<file path="src/scxo_pkg.sv">
// Package: register map, fields and timing constants of the slow crystal oscillator control
`default_nettype none
package scxo_pkg;
	localparam logic [7:0] CTRL_OFFSET = 8'h14;
	localparam logic [7:0] STATUS_OFFSET = 8'h18;
	localparam logic [7:0] MASK_OFFSET = 8'h1c;
	localparam logic [7:0] CONTROL_OFFSET = 8'h20;
	localparam logic [15:0] CTRL_RESET = 16'h0080;
	localparam logic [15:0] CTRL_WMASK = 16'h17ee;
	localparam int LOCK_BIT = 12;
	localparam int WARM_HI = 10;
	localparam int WARM_LO = 8;
	localparam int REQUEST_DRIVEN_RUN_BIT = 7;
	localparam int STDBY_BIT = 6;
	localparam int AAMP_BIT = 5;
	localparam int OUT32_BIT = 3;
	localparam int XTAL_BIT = 2;
	localparam int ENABLE_BIT = 1;
	localparam int STANDBY_CTL_BIT = 0;
	localparam int IRQ_READY_BIT = 0;
	localparam int IRQ_LOST_BIT = 1;
	localparam int IRQ_W = 2;
	localparam int SYNC_CYCLES = 3;
	localparam int ULP_CNT_W = 18;
	localparam int ULP_HZ = 32768;
	localparam int CLK_HZ = 100000000;
	localparam int ULP_DIV = CLK_HZ / ULP_HZ;
	typedef enum logic [3:0] {
		SCXO_OFF = 4'h1,
		SCXO_WARM = 4'h2,
		SCXO_SYNC = 4'h4,
		SCXO_READY = 4'h8
	} scxo_state_e;
	function automatic logic [ULP_CNT_W-1:0] warm_count(input logic [2:0] sel);
		case (sel)
			3'h0: warm_count = 18'h00001;
			3'h1: warm_count = 18'h00020;
			3'h2: warm_count = 18'h00800;
			3'h3: warm_count = 18'h01000;
			3'h4: warm_count = 18'h04000;
			3'h5: warm_count = 18'h08000;
			3'h6: warm_count = 18'h10000;
			default: warm_count = 18'h20000;
		endcase
	endfunction
endpackage
`default_nettype wire

</file>
<file path="src/scxo_ctrl.sv">
// Slow crystal oscillator control: registers, warm-up sequencing, pads
//
// Added by the designer: the Wishbone register port.
`timescale 1ns/100ps
`default_nettype none
// Functional notes
// - Lock bit 12 set makes all later CTRL register writes ignored; mask and standby writes still apply.
// - Warm-up field bits 10:8 sets counter length in low-power osc ticks.
// - Codes 0..7 give 1,32,2048,4096,16384,32768,65536,131072 ticks.
// - After warm-up, wait three crystal cycles then set ready.
// - Request-driven mode runs oscillator only while a peripheral requests.
// - Without request-driven mode, oscillator runs whenever enabled.
// - In standby, keep-in-standby clear disables the oscillator.
// - In standby with keep set, normal request or continuous run stays.
// - Bit 5 enables automatic amplitude control.
// - Bit 3 gates the 32 kHz clock output.
// - Bit 2 selects crystal across pads or external clock on input pad.
// - Enable bit 1 turns oscillator on or off.
module scxo_ctrl #(
	parameter int ULP_DIV = scxo_pkg::ULP_DIV
) (
	input wire logic REF_CLK,
	input wire logic RST,
	input wire logic WB_CYC_I,
	input wire logic WB_STB_I,
	input wire logic WB_WE_I,
	input wire logic [7:0] WB_ADR_I,
	input wire logic [3:0] WB_SEL_I,
	input wire logic [31:0] WB_DAT_I,
	output logic [31:0] WB_DAT_O,
	output logic WB_ACK_O,
	input wire logic CLK_REQUEST,
	input wire logic XOSC_CLK_TICK,
	output logic OSC_RUN,
	output logic OSC_READY,
	output logic AUTO_AMP_EN,
	output logic CLK32_OUT_EN,
	output logic XTAL_OUT_PAD_EN,
	output logic XTAL_IN_PAD_EN,
	output logic IRQ
);
	logic [15:0] ctrl_ff;
	logic standby_ff;
	logic [scxo_pkg::IRQ_W-1:0] status_ff;
	logic [scxo_pkg::IRQ_W-1:0] mask_ff;
	logic [scxo_pkg::ULP_CNT_W-1:0] warm_ff;
	logic [1:0] sync_ff;
	scxo_pkg::scxo_state_e state_ff;
	scxo_pkg::scxo_state_e nxt_state;
	logic ulp_tick;
	logic want_run;
	logic bus_req;
	logic wr_go;
	logic rd_go;
	logic ready_evt;
	logic lost_evt;
	logic [31:0] nxt_rdata;

	scxo_tick #(.DIV(ULP_DIV)) i_scxo_tick (
		.clk(REF_CLK),
		.rst(RST),
		.tick(ulp_tick)
	);

	// ************************************************
	// Bus slave
	// ************************************************
	// Single-cycle answer; ack drops for one cycle between requests
	assign bus_req = WB_CYC_I && WB_STB_I && !WB_ACK_O;
	assign wr_go = bus_req && WB_WE_I;
	assign rd_go = bus_req && !WB_WE_I;

	always_ff @(posedge REF_CLK or posedge RST) begin
		if (RST) begin
			WB_ACK_O <= 1'b0;
		end else begin
			WB_ACK_O <= bus_req;
		end
	end

	always_comb begin
		nxt_rdata = 32'h0000_0000;
		case (WB_ADR_I)
			scxo_pkg::CTRL_OFFSET: begin
				nxt_rdata = {16'h0000, ctrl_ff};
			end
			scxo_pkg::STATUS_OFFSET: begin
				nxt_rdata = {30'h0, status_ff};
			end
			scxo_pkg::MASK_OFFSET: begin
				nxt_rdata = {30'h0, mask_ff};
			end
			scxo_pkg::CONTROL_OFFSET: begin
				nxt_rdata = {27'h0, state_ff == scxo_pkg::SCXO_READY,
					OSC_RUN, 2'h0, standby_ff};
			end
			default: begin
				nxt_rdata = 32'h0000_0000;
			end
		endcase
	end

	always_ff @(posedge REF_CLK or posedge RST) begin
		if (RST) begin
			WB_DAT_O <= 32'h0000_0000;
		end else if (rd_go) begin
			WB_DAT_O <= nxt_rdata;
		end
	end

	// ************************************************
	// Registers
	// ************************************************
	always_ff @(posedge REF_CLK or posedge RST) begin
		if (RST) begin
			ctrl_ff <= scxo_pkg::CTRL_RESET;
		end else if (wr_go && WB_ADR_I == scxo_pkg::CTRL_OFFSET &&
				!ctrl_ff[scxo_pkg::LOCK_BIT]) begin
			if (WB_SEL_I[0]) begin
				ctrl_ff[7:0] <= WB_DAT_I[7:0] & scxo_pkg::CTRL_WMASK[7:0];
			end
			if (WB_SEL_I[1]) begin
				ctrl_ff[15:8] <= WB_DAT_I[15:8] & scxo_pkg::CTRL_WMASK[15:8];
			end
		end
	end

	// Standby entry is software-driven here, since no sleep controller exists
	always_ff @(posedge REF_CLK or posedge RST) begin
		if (RST) begin
			standby_ff <= 1'b0;
		end else if (wr_go && WB_ADR_I == scxo_pkg::CONTROL_OFFSET &&
				WB_SEL_I[0]) begin
			standby_ff <= WB_DAT_I[scxo_pkg::STANDBY_CTL_BIT];
		end
	end

	always_ff @(posedge REF_CLK or posedge RST) begin
		if (RST) begin
			mask_ff <= '0;
		end else if (wr_go && WB_ADR_I == scxo_pkg::MASK_OFFSET &&
				WB_SEL_I[0]) begin
			mask_ff <= WB_DAT_I[scxo_pkg::IRQ_W-1:0];
		end
	end

	// Set wins over the clear-on-read
	assign ready_evt = state_ff == scxo_pkg::SCXO_SYNC &&
		nxt_state == scxo_pkg::SCXO_READY;
	assign lost_evt = state_ff == scxo_pkg::SCXO_READY &&
		nxt_state == scxo_pkg::SCXO_OFF;

	always_ff @(posedge REF_CLK or posedge RST) begin
		if (RST) begin
			status_ff <= '0;
		end else begin
			if (rd_go && WB_ADR_I == scxo_pkg::STATUS_OFFSET) begin
				status_ff <= {lost_evt, ready_evt};
			end else begin
				status_ff <= status_ff | {lost_evt, ready_evt};
			end
		end
	end

	always_ff @(posedge REF_CLK or posedge RST) begin
		if (RST) begin
			IRQ <= 1'b0;
		end else begin
			IRQ <= |(status_ff & mask_ff);
		end
	end

	// ************************************************
	// Run decision
	// ************************************************
	always_comb begin
		want_run = 1'b0;
		if (ctrl_ff[scxo_pkg::ENABLE_BIT]) begin
			if (standby_ff && !ctrl_ff[scxo_pkg::STDBY_BIT]) begin
				want_run = 1'b0;
			end else if (ctrl_ff[scxo_pkg::REQUEST_DRIVEN_RUN_BIT]) begin
				want_run = CLK_REQUEST;
			end else begin
				want_run = 1'b1;
			end
		end
	end

	// ************************************************
	// Warm-up sequencer
	// ************************************************
	always_comb begin
		nxt_state = state_ff;
		case (state_ff)
			scxo_pkg::SCXO_OFF: begin
				if (want_run) begin
					nxt_state = scxo_pkg::SCXO_WARM;
				end
			end
			scxo_pkg::SCXO_WARM: begin
				if (!want_run) begin
					nxt_state = scxo_pkg::SCXO_OFF;
				end else if (ulp_tick && warm_ff == 18'h00001) begin
					nxt_state = scxo_pkg::SCXO_SYNC;
				end
			end
			scxo_pkg::SCXO_SYNC: begin
				if (!want_run) begin
					nxt_state = scxo_pkg::SCXO_OFF;
				end else if (XOSC_CLK_TICK &&
						sync_ff == 2'(scxo_pkg::SYNC_CYCLES - 1)) begin
					nxt_state = scxo_pkg::SCXO_READY;
				end
			end
			scxo_pkg::SCXO_READY: begin
				if (!want_run) begin
					nxt_state = scxo_pkg::SCXO_OFF;
				end
			end
			default: begin
				nxt_state = scxo_pkg::SCXO_OFF;
			end
		endcase
	end

	always_ff @(posedge REF_CLK or posedge RST) begin
		if (RST) begin
			state_ff <= scxo_pkg::SCXO_OFF;
		end else begin
			state_ff <= nxt_state;
		end
	end

	// Load on entry so a new run always starts the full count
	always_ff @(posedge REF_CLK or posedge RST) begin
		if (RST) begin
			warm_ff <= '0;
		end else if (state_ff != scxo_pkg::SCXO_WARM) begin
			warm_ff <= scxo_pkg::warm_count(
				ctrl_ff[scxo_pkg::WARM_HI:scxo_pkg::WARM_LO]);
		end else if (ulp_tick) begin
			warm_ff <= warm_ff - 18'h00001;
		end
	end

	always_ff @(posedge REF_CLK or posedge RST) begin
		if (RST) begin
			sync_ff <= 2'h0;
		end else if (state_ff != scxo_pkg::SCXO_SYNC) begin
			sync_ff <= 2'h0;
		end else if (XOSC_CLK_TICK) begin
			sync_ff <= sync_ff + 2'h1;
		end
	end

	// ************************************************
	// Outputs and pads
	// ************************************************
	always_ff @(posedge REF_CLK or posedge RST) begin
		if (RST) begin
			OSC_RUN <= 1'b0;
			OSC_READY <= 1'b0;
			AUTO_AMP_EN <= 1'b0;
			CLK32_OUT_EN <= 1'b0;
			XTAL_OUT_PAD_EN <= 1'b0;
			XTAL_IN_PAD_EN <= 1'b0;
		end else begin
			OSC_RUN <= nxt_state != scxo_pkg::SCXO_OFF;
			OSC_READY <= nxt_state == scxo_pkg::SCXO_READY;
			AUTO_AMP_EN <= ctrl_ff[scxo_pkg::AAMP_BIT];
			// Output only once the clock is stable, to avoid runt pulses
			CLK32_OUT_EN <= ctrl_ff[scxo_pkg::OUT32_BIT] &&
				nxt_state == scxo_pkg::SCXO_READY;
			XTAL_IN_PAD_EN <= ctrl_ff[scxo_pkg::ENABLE_BIT];
			XTAL_OUT_PAD_EN <= ctrl_ff[scxo_pkg::ENABLE_BIT] &&
				ctrl_ff[scxo_pkg::XTAL_BIT];
		end
	end

	// ************************************************
	// Assertions
	// ************************************************
	// Independent tick count, so the table check does not lean on warm_ff
	logic [scxo_pkg::ULP_CNT_W-1:0] warm_seen_ff;
	logic [2:0] warm_sel_ff;

	always_ff @(posedge REF_CLK or posedge RST) begin
		if (RST) begin
			warm_seen_ff <= '0;
			warm_sel_ff <= 3'h0;
		end else if (state_ff != scxo_pkg::SCXO_WARM) begin
			warm_seen_ff <= '0;
			warm_sel_ff <= ctrl_ff[scxo_pkg::WARM_HI:scxo_pkg::WARM_LO];
		end else if (ulp_tick) begin
			warm_seen_ff <= warm_seen_ff + 18'h00001;
		end
	end
endmodule
`default_nettype wire

</file>
<file path="src/scxo_tick.sv">
// Divider making the ultra-low-power 32 kHz tick as a one-cycle enable
`timescale 1ns/100ps
`default_nettype none
module scxo_tick #(
	parameter int DIV = 3051
) (
	input wire logic clk,
	input wire logic rst,
	output logic tick
);
	logic [15:0] cnt_ff;
	always_ff @(posedge clk or posedge rst) begin
		if (rst) begin
			cnt_ff <= 16'h0000;
			tick <= 1'b0;
		end else if (cnt_ff == 16'(DIV - 1)) begin
			cnt_ff <= 16'h0000;
			tick <= 1'b1;
		end else begin
			cnt_ff <= cnt_ff + 16'h0001;
			tick <= 1'b0;
		end
	end
endmodule
`default_nettype wire

</file>
<file path="config.mk">
export PLATFORM = sky130hd
export DESIGN_NAME = scxo_ctrl
export DESIGN_NICKNAME = d
export VERILOG_FILES = /design/src/scxo_pkg.sv /design/src/scxo_ctrl.sv /design/src/scxo_tick.sv
export SDC_FILE = /design/constraint.sdc
export NUM_CORES = 1
export LEC_CHECK = 0
export ABC_AREA = 0
export BUFFER_PORTS_ARGS = -buffer_cell sky130_fd_sc_hd__buf_2
export CAP_MARGIN = 20
export CORE_AREA = 5 5 117 119
export DETAILED_ROUTE_END_ITERATION = 8
export DIE_AREA = 0 0 122 124
export SLEW_MARGIN = 20
export SYNTH_ARGS = -nofsm -noshare
export SYNTH_HDL_FRONTEND = slang
export SYNTH_SLANG_ARGS = --single-unit
</file>
<file path="constraint.sdc">
create_clock -name REF_CLK -period 2.8 [get_ports REF_CLK]
set_input_delay 0.42 -clock REF_CLK [delete_from_list [all_inputs] [get_ports REF_CLK]]
set_output_delay 0.42 -clock REF_CLK [all_outputs]
set_load 0.01 [all_outputs]
</file>
Word level (Yosys, flattened, before mapping) --
Cells that the tools add are included.
Storage, ports and cells: register bits 96, input bits 51, output and inout bits 40, logic and storage cells 93
Operators by class: add/sub/neg operators 3, equal/unequal tests 22, muxes and demuxes 19, bitwise logic cells 2, reductions and logical operators 28
Operators with widths (count):
- $pmux W18 S7 | 1
- $pmux W13 S4 | 1
- $mux W18 | 2
- $eq A8 B5 Y1 const B | 3
- $mux W4 | 6
- $eq A18 B1 Y1 const B | 1
- $logic_and A1 B1 Y1 | 18
- $sub A18 B1 Y18 const B | 1
- $add A16 B1 Y16 const B | 1
- $eq A16 B12 Y1 const B | 1
- $mux W16 | 1
- $pmux W4 S4 | 1
- $eq A3 B3 Y1 const B | 3
- $eq A4 B1 Y1 const B | 2
- $eq A4 B4 Y1 const B | 2
- $eq A8 B6 Y1 const B | 1
- $eq A3 B2 Y1 const B | 2
- $mux W2 | 3
- $eq A4 B2 Y1 const B | 1
- $eq A4 B3 Y1 const B | 1
- $logic_not A1 Y1 | 4
- $mux W1 | 4
- $ne A4 B1 Y1 const B | 1
- $ne A4 B2 Y1 const B | 1
- 10 further kinds | 12

Logic depth before layout (Yosys ltp) --
Gate-level depths: netlist of run 1.
depth in word-level cells 10, mapped depth 6, depth with buffers taken out 6

Cells and area by module --
A second synthesis of run 1 with hierarchy kept.
Unflattened totals: cell total of the unflattened synthesis 354, area total of the unflattened synthesis 3821.2 um2
Modules (own cells, without submodules):
- scxo_ctrl | instances 1, cells an instance 278, area an instance 3002.9 um2, seq. area each 1478.9 um2
- scxo_tick | instances 1, cells an instance 76, area an instance 818.3 um2, seq. area each 425.4 um2

Worst setup path after synthesis of run 1 --
OpenSTA, ideal clock, no wires.
path kind flip-flop to flip-flop, start reg warm_ff[11] (netlist bit), end reg warm_ff[14] (netlist bit), setup time 0.104 ns, arrival 1.780 ns, data required time 2.696 ns, path slack 0.917 ns, stages on the path, launching flop included 5, path buffers 0, period minus slack after synthesis 1.883 ns, path through dfrtp_1 or4_4 or3_1 or4_1 o311ai_1
On the way: word-level cells in the longest chain between the ends 3
RTL lines:
- from (decl) | line scxo_ctrl.sv:46 | logic [scxo_pkg::ULP_CNT_W-1:0] warm_ff;
- from (signal assigned) | line scxo_ctrl.sv:239 | warm_ff <= scxo_pkg::warm_count(
- from (signal assigned) | line scxo_ctrl.sv:242 | warm_ff <= warm_ff - 18'h00001;
- $sub A18 B1 Y18 | line scxo_ctrl.sv:242
- $mux W18 | line scxo_ctrl.sv:241 | end else if (ulp_tick) begin
- $mux W18 | line scxo_ctrl.sv:238 | end else if (state_ff != scxo_pkg::SCXO_WARM) begin
No other way between the ends. The select of a mux whose other input is x is not followed. A chain may end at the register's enable or synchronous reset.

Final worst setup path of run 1 --
start reg warm_ff[0] (netlist bit), end reg warm_ff[14] (netlist bit)
The elaborated chain is that of the path after synthesis.

==> run summary, run 1 <==
The flow ran to the end, and the final reports show no timing, DRC or antenna violations. In the post-synthesis netlist, the cell with the most instances is dfrtp_1. Counting the buffers created by CTS gives 9. The compound-cell area share of the yosys netlist came out at 0.08671. The initial antenna violation count is 0. The clock latency of the later-clocked register in the worst-skew pair came out at about 0.33 ns. The final worst clock skew came out at about 0.0089 ns.

The remaining number of nets flagged by the antenna check after routing came out at 0. The number of instances in the synthesized netlist came out at 338. The launching instance or port of the critical path is warm_ff[0]$_DFFE_PP0P_. The maximum number of pins on one net before global-route repair came out at 41. Of all nets on the critical path, the largest fanout is 5. The slowest library cell on the worst path is nor4b_1.

The endpoint identified for the worst register-to-register timing path is warm_ff[14]$_DFFE_PP0P_. The CTS root buffer is clkbuf_16. The total inserted antenna cells came out at 0.

The placed wire-length estimate is between 5 and 6 mm. The pre-CTS setup slack is ~0.56 ns. The number of register bits inferred by synthesis is 76. The post-route DRC violation count is 0. The average cell area after synthesis is between 10 and 15 um2.

Setup repair after global routing left no endpoint under its margin. The routed length on met3 came out at between 200 and 300 um. In this run the critical register-to-register path is launched from warm_ff[0]$_DFFE_PP0P_. The relative max-transition margin came out at 0.5066. The total count of max-transition violations in the final report came out at 0. The depth of the worst register-to-register path is 6. Relative to the synthesized area, the layout overhead comes to 19.35%.

The classification of the worst-slack hold path is in2async. The port buffer count is between 40 and 50. The main combinational cell family by area after synthesis is simple AND/OR/NAND/NOR gates. Ranked by instance count, the synthesized netlist is headed by dfrtp_1 (74), nor2_1 (34), buf_4 (20), xor2_1 (18), nand3_1 (17). The power density normalized to cell area came out at 559.3 nW/um2.

The number of cells in the design after placement came out at around 550. The post-cts resize count is 0. The total global routing track utilization came out at 0.1034. The minimum clock period came out at between 2 and 2.5 ns. The most critical setup path has its endpoint at warm_ff[14]$_DFFE_PP0P_. The final count of negative-setup-slack endpoints is 0.

The clock tree buffer depth is 2. The number of hold-slack violations in the final timing report came out at 0. Static timing analysis puts the maximum clock frequency at roughly 470 MHz. The initial utilization of the core area, before any placement, comes to 0.2952. In this run the standard cell core region covers between 10000 and 15000 um2. The xor/xnor cell area share of the yosys netlist came out at 0.06902. The average wire per cell in the routed design is 13.62 um. The non-filler instance count after layout is 567.

The critical path buffer and inverter count came out at 1. Setup total negative slack on the finished layout was measured at 0 ns. Of the post-synthesis cell area, the dominant cell type holds 0.5032.

The maximum resistive drop on vdd is about 220 uV. At the worst endpoint, the arrival time is between 2 and 2.5 ns. The critical path required time came out at roughly 3.0 ns. The number of setup buffers added after CTS is 0. The routed via count divided by cell count came out at between 4 and 5. The via total after detailed routing is about 2600.

The iteration-0 DRC count of the detailed router came out at 136. The highest layer touched by signal routing is met4. The proportion of register bits with asynchronous set or reset after synthesis came out at 1.000. The logic depth of the worst path, buffers included came out at 6. The number of rows in the core area is roughly 40. Fill cells in the final layout number 1262. During I/O placement, the number of pins put on the boundary was slightly above 90. By area the synthesized netlist is led by dfrtp_1 (50%), xor2_1 (4.3%), buf_4 (4.1%). Broken down by cell family, the worst path's largest delay share belongs to simple AND/OR/NAND/NOR gates. Across the run, the number of max-cap violations was 0.

The share of synthesized area occupied by flip-flops and latches is 0.5175. The total number of nets in the final design is approximately 450. The share of the cycle needed by the critical path after routing is 0.7636.

Summed over all layers, the routed wires come to 7.723 mm. The worst-margin pin slew is 0.7373 ns. In the detailed route, the total length drawn on met2 is approximately 3.8 mm. The die boundary height came out at ~120 um.

The share of synthesized cell area in and, or, nand and nor gates is 0.2020. The post-CTS clock slew at the launch and capture registers of the worst setup and hold paths came out at 0.06 ns. Yosys printed 0 warnings.

The number of H-tree branching levels is 3. The CTS sink count is 76. The overflow left after global routing came out at 0. The final weighted congestion in routability-driven placement came out at 0.8043.

For this design the static power due to leakage is around 2.1 nW. Traced cell by cell, the critical path runs through inv_1 -> ha_1 -> nor4b_1 -> nand2_1 -> or4_1 -> o311ai_1. After synthesis the cells add up to ~3700 um2. Of the total synthesized cell area, the portion taken by full adders, half adders and majority gates is 0.01700. The number of global-route vias before repair was between 2000 and 3000. The share of layout cells above drive strength 1 is 0.2101. The multiplexer fraction of the synthesized cell area is 0.04522. The synthesized design contains 0 enable-type register cells. The sum of routed wire segments on met1 came out at around 3.6 mm. The worst setup path is captured at a flop. TritonCTS built the clock tree. The setup path with the least slack is of type reg2reg. STA classifies the critical path startpoint as a flop.

The first global-routing pass estimated about 13 mm of wire. The biggest area contributor in the post-synthesis netlist is dfrtp_1. The internal reg-to-reg setup slack came out at ~0.66 ns. The die is approximately 120 um wide. The detailed-routing iteration count for the pre-antenna-repair pass is 4.

The full die area came out at approximately 15000 um2. The number of distinct standard cells referenced by the synthesized netlist came out at between 40 and 50. The worst path meets setup with between 0.6 and 0.7 ns of slack. The flip-flop cell with the highest count after synthesis is dfrtp_1. In this design, the stage delay of the slowest critical-path cell is roughly 0.53 ns. In this run, post-CTS hold repair placed 0 buffers.
## final cells by class
class | instances | area (um2) | area share
clock buffers | 12 | 256.5 | 0.05840
clock inverters | 4 | 72.57 | 0.01652
inverters | 10 | 37.54 | 0.008547
multi-input cells | 241 | 1620 | 0.3689
flip-flops and latches | 76 | 1904 | 0.4336
well taps | 172 | 215.2 | 0.04900
repair buffers | 52 | 285.3 | 0.06496
## power by group
group | switching, mW | internal [mW] | total [mW]
clock network | 0.436 | 0.828 | 1.26
registers | 0.00384 | 1.10 | 1.11
logic | 0.0582 | 0.0285 | 0.0867
total | 0.498 | 1.96 | 2.46
## placed cells by master (no fill, tap or decap), types with 3 or more instances in the layout
cell type	netlist	final
o21ai_0	3	3
nor4b_1	7	7
nor2b_1	3	3
ha_1	5	5
conb_1	1	20
nand2_1	10	10
xor2_1	18	18
nor3b_1	4	4
or4_1	8	8
a211oi_1	3	3
buf_2	1	47
o2bb2ai_1	3	3
nor3_1	6	6
a22o_1	14	14
nand4_1	10	10
or3_1	4	4
nand4b_1	4	4
nor4_1	4	4
and2_1	4	4
inv_1	10	9
nand3b_1	3	3
nor2_1	34	34
and4_1	3	3
a21oi_1	3	3
mux2_2	12	12
nand3_1	17	17
dfrtp_1	74	74
nand2b_1	3	3
xnor2_1	11	11
and3_1	4	4
buf_4	20	4
clkbuf_16	0	9
## layer usage
metal / GRT usage / vias up
met5: 0 / -
met3: 0.02361 / 12
met4: 0.03852 / 0
met1: 0.1395 / 1294
met2: 0.1630 / 46
li1: - / 1288
## worst min-delay path by stage
stage / start / to / slack (ns) / cells after the start
after floorplan: ctrl_ff[5]$_DFFE_PP0P_ / AUTO_AMP_EN$_DFF_PP0_ / 0.37 / 0
after global placement: ctrl_ff[5]$_DFFE_PP0P_ / AUTO_AMP_EN$_DFF_PP0_ / 0.38 / 0
after detailed placement: ctrl_ff[5]$_DFFE_PP0P_ / AUTO_AMP_EN$_DFF_PP0_ / 0.39 / 0
after CTS: RST / i_scxo_tick.cnt_ff[15]$_DFF_PP0_ / 0.09 / 2
after global routing: RST / warm_ff[4]$_DFFE_PP0P_ / 0.11 / 2
final: RST / i_scxo_tick.cnt_ff[8]$_DFF_PP0_ / 0.08 / 2
## sequential cells by signal, summed over array words and instances (netlist names), 2 cells and up
name	count
ctrl_ff	10
i_scxo_tick.cnt_ff	16
status_ff	2
sync_ff	2
state_ff	4
WB_DAT_O	12
warm_ff	18
mask_ff	2
## metrics by stage
step                      instance area (um2)  total power, mW  hold slack (ns)    util
final                                    4392            2.456          0.07996  0.3523
after global placement                   4063            1.213           0.3809  0.3259
after global routing                     4392            2.534           0.1140  0.3523
after CTS                                4392            2.480          0.09206  0.3523
after detailed placement                 4063            1.214           0.3941  0.3259
after floorplan                          3751            1.194           0.3695       -
## cell families after synthesis
logic type      Yosys count
buf+inv                  40
compound gates           41
mux                      15
flops                    76
simple gates            131
fa+ha+maj                 5
other cells               1
xor+xnor                 29
Power figures use the tool's default switching activity.
==> inputs of run 2 (changes only) <==
ABC_AREA = 1   (was 0)
CORE_AREA = 5 5 122 124   (was 5 5 117 119)
DIE_AREA = 0 0 127 129   (was 0 0 122 124)
clock period = 2.24 ns   (was 2.8 ns; I/O delays follow)
==> run 2 against run 1 <==
  * Global-route usage rose by 0.73 points
  * Core utilization decreased by 0.98 points
  * Clock power increased by 12%
  * Die area is 8.3% higher
  * Register-to-register slack lost 0.05 ns
  * Largest cell class unchanged
  * Largest power group unchanged
  * Highest routed layer unchanged
==> run summary, run 2 <==
The flow ran to the end, and the final reports show no timing, DRC or antenna violations. The setup fix buffers added after clock tree synthesis came to 0 (unchanged). The die boundary height is 129 um (+4.0%). The number of rows in the core area came out at 43 (+4.9%). The global-route wire length before repair came out at 14.88 mm (+18%). The commonest cells after synthesis are nand2_1 (111), inv_1 (75), dfrtp_1 (74), nor2_1 (67), nand3_1 (43). The relative contribution of sequential cells to total power is 0.477 (+0.027). The worst setup path is of the reg2reg kind. The clock buffer count from CTS came to 9 (unchanged). The clock latency of the later-clocked register in the worst-skew pair is 0.34 ns (about the same). The pre-CTS setup slack came out at 0.5851 ns (+0.02647 ns). The worst hold slack is 0.02717 ns (-0.05279 ns).

The top cell types in the final layout, fill and taps aside, are nand2_1 (111), dfrtp_1 (74), inv_1 (74), nor2_1 (67), buf_2 (47). The total global routing track utilization is 0.1107 (+0.007296). The total count of max-transition violations in the final report was 0 (unchanged). The internal reg-to-reg setup slack came to 0.61 ns (-0.05 ns). The overflow left after global routing came out at 0 (unchanged). The number of enable flip-flop cells after synthesis came out at 0 (unchanged). The remaining number of nets flagged by the antenna check after routing came out at 0 (unchanged).

The iteration-0 DRC count of the detailed router is 138 (+1.5%). The number of hold-slack violations in the final timing report came to 0 (unchanged). The top cell type's share of synthesized area came to 0.4654 (-0.03782). The average wire per cell in the routed design came to 11.72 um (-14%). The leakage power figure came out at 2.419 nW (+18%). The depth of the worst register-to-register path is 8 (+2). The final worst clock skew was 0.006863 ns (-0.001989 ns).

The path class of the tightest hold or removal check is in2async. The worst setup path is captured at a flop. The total inserted antenna cells is 0 (unchanged). The number of hold buffers added after CTS is 0 (unchanged). The count of max-cap constraint violations was 0 (unchanged).

The CTS root buffer is clkbuf_16. The post-CTS clock slew at the launch and capture registers of the worst setup and hold paths came out at 0.07 ns (about the same). The non-filler instance count after layout came to 747 (+32%).

The fraction of power spent switching nets came out at 0.2440 (+0.04146). The routed via count divided by cell count is 4.448 (-4.5%). The placed cell area is 4390 um2 (+8.1%). The detailed-routing iteration count for the pre-antenna-repair pass is 4 (unchanged). The clock tree buffer depth is 2 (unchanged). The power density normalized to cell area is 616.7 nW/um2 (+10%). The maximum clock frequency is 615.0 MHz (+31%). The largest individual stage delay along the critical path comes from the cell dfrtp_1. The initial antenna violation count came to 0 (unchanged). The final weighted congestion in routability-driven placement came out at 0.8477 (+5.4%). In the post-synthesis netlist, the biggest area contributors are dfrtp_1 (47%), nand2_1 (10%), inv_1 (7.1%). The number of H-tree branching levels is 3 (unchanged). The share of synthesized area occupied by flip-flops and latches is 0.4786 (-0.03889). The post-cts resize count is 0 (unchanged). The critical path required time came out at 2.49 ns (-0.54 ns). The effective utilization at floorplan came out at 0.2912 (-0.004037).

The signal on the critical path passes through nor2_1 -> nand3_2 -> buf_4 -> nor2_1 -> inv_1 -> o21ai_0 -> inv_1 -> a21oi_1. The internal power was 2.182 mW (+11%). Setup repair after global routing left no endpoint under its margin.

The number of cells in the design after placement came out at 731 (+33%). The setup total negative slack was 0 ns (unchanged). The post-route DRC violation count is 0 (unchanged). The part of the total power dissipated in combinational logic came out at 0.036 (about the same). The full die area is 16380 um2 (+8.3%). The startpoint identified for the worst register-to-register timing path is state_ff[3]$_DFF_PP0_. The minimum clock period is 1.626 ns (-0.5121 ns). The die extent in x came to 127 um (+4.1%). In the post-synthesis netlist, the cell with the most instances is nand2_1. The worst setup margin is 0.6141 ns (-0.04794 ns). The mapped cell area came out at 3979 um2 (+8.1%).

For this run, the leading register cell type out of synthesis is dfrtp_1. The endpoint identified for the worst register-to-register timing path is warm_ff[17]$_DFFE_PP0P_. The final count of negative-setup-slack endpoints is 0 (unchanged). The data arrival time of the critical path was 1.88 ns (-0.48 ns).

The proportion of register bits with asynchronous set or reset after synthesis is 1.000 (unchanged). The maximum resistive drop on vdd came out at 323.6 uV (+50%). The number of warning messages in the yosys log is 0 (unchanged). The relative max-transition margin came out at 0.6611 (+0.1545). TritonCTS built the clock tree.

The most common cell after layout, fill and taps aside is nand2_1. The port buffer count was 47 (unchanged). The sum of routed wire length over all layers was 8.756 mm (+13%).

The total power after layout was 2.887 mW (+18%). The signed area change from the synthesized netlist to the final layout is 17.64%. The clock network power share came out at 0.487 (-0.027). The number of register bits inferred by synthesis is 76 (unchanged).

The number of flip-flops under the largest register name is 18 (unchanged). The average cell area after synthesis came out at 7.894 um2 (-27%). The largest registers in the layout are warm_ff: 18 flops, i_scxo_tick.cnt_ff: 16 flops, WB_DAT_O: 12 flops. The number of distinct standard cells referenced by the synthesized netlist came out at 40 (-18%). The post-synthesis cell type with the largest combined area is dfrtp_1. The maximum fanout along the worst path is 8 (+3). The via total after detailed routing is 3323 (+26%). The maximum number of pins on one net before global-route repair was 40 (-2.4%).

The CTS sink count is 76 (unchanged). The number of instances in the synthesized netlist is 504 (+49%). The worst setup path is launched from a flop. The final standard cell area without fillers came to 4681 um2 (+6.6%). The number of top-level design ports came out at 91 (unchanged). The total number of nets in the final design is 618 (+39%). The placed wire-length estimate is 6.600 mm (+19%). The share of layout cells above drive strength 1 is 0.1570 (-0.05316).

The worst-margin pin slew came out at 0.5072 ns (-0.2301 ns). The share of the cycle needed by the critical path after routing is 0.7259 (-0.03771). The net switching power figure is 704.4 uW (+42%). The number of global-route vias before repair came out at 3201 (+22%). The register with the highest flop count is warm_ff. The post-layout utilization of the core is 0.3425 (-0.009784). The worst stage delay on the critical path came out at 0.42 ns (-0.11 ns).

The standard cell core area came out at 13670 um2 (+9.6%).
-- run 2: layer usage --
layer	vias to the layer above	wire, um	GRT usage	share of wire
met5	-	0	0	0
met4	0	121	0.04290	0.014
met3	10	316	0.02449	0.036
met2	70	4241	0.1765	0.48
met1	1558	4076	0.1474	0.47
li1	1685	-	-	-
-- run 2: logic make-up after synthesis --
logic type	count (synthesis)	share of synthesized area
other	1	0.0009425
flip-flops	76	0.4786
AND/OR/NAND/NOR	253	0.2821
AO/OA/AOI/OAI	62	0.09089
XOR/XNOR	7	0.01541
buffers and inverters	100	0.1164
adder cells (fa/ha/maj)	5	0.01572
-- run 2: worst max-delay path, delay by kind of cell (launching register included) --
family | cells | cell delay [ns]
simple gates | 3 | 0.44
compound gates | 2 | 0.28
flops | 1 | 0.42
buf+inv | 3 | 0.41
-- run 2: cell type report --
cell class,instances,area [um2]
inverters,75,285.3
fillers,1455,8985
flip-flops and latches,76,1904
clock inverters,7,65.06
repair buffers,53,292.8
well taps,180,225.2
clock buffers,9,225.2
multi-input cells,347,1683
-- run 2: how the worst max path moves through the flow --
stage	start	end	slack, ns
2_1_floorplan	WB_ACK_O$_DFF_PP0_	WB_DAT_O[12]$_DFFE_PP0P_	0.85
3_3_place_gp	WB_CYC_I	ctrl_ff[2]$_DFFE_PP0P_	0.62
3_5_place_dp	WB_CYC_I	ctrl_ff[6]$_DFFE_PP0P_	0.59
4_1_cts	state_ff[3]$_DFF_PP0_	warm_ff[17]$_DFFE_PP0P_	0.63
5_1_grt	state_ff[3]$_DFF_PP0_	warm_ff[16]$_DFFE_PP0P_	0.45
6_report	state_ff[3]$_DFF_PP0_	warm_ff[17]$_DFFE_PP0P_	0.61
-- run 2: power by group through the flow --
stage | registers (mW) | clock network [mW] | logic [mW]
finish | 1.38 | 1.41 | 0.104
global route | 1.38 | 1.51 | 0.120
CTS | 1.38 | 1.44 | 0.106
detailed placement | 1.40 | 0 | 0.106
global placement | 1.40 | 0 | 0.104
floorplan | 1.40 | 0 | 0.0818
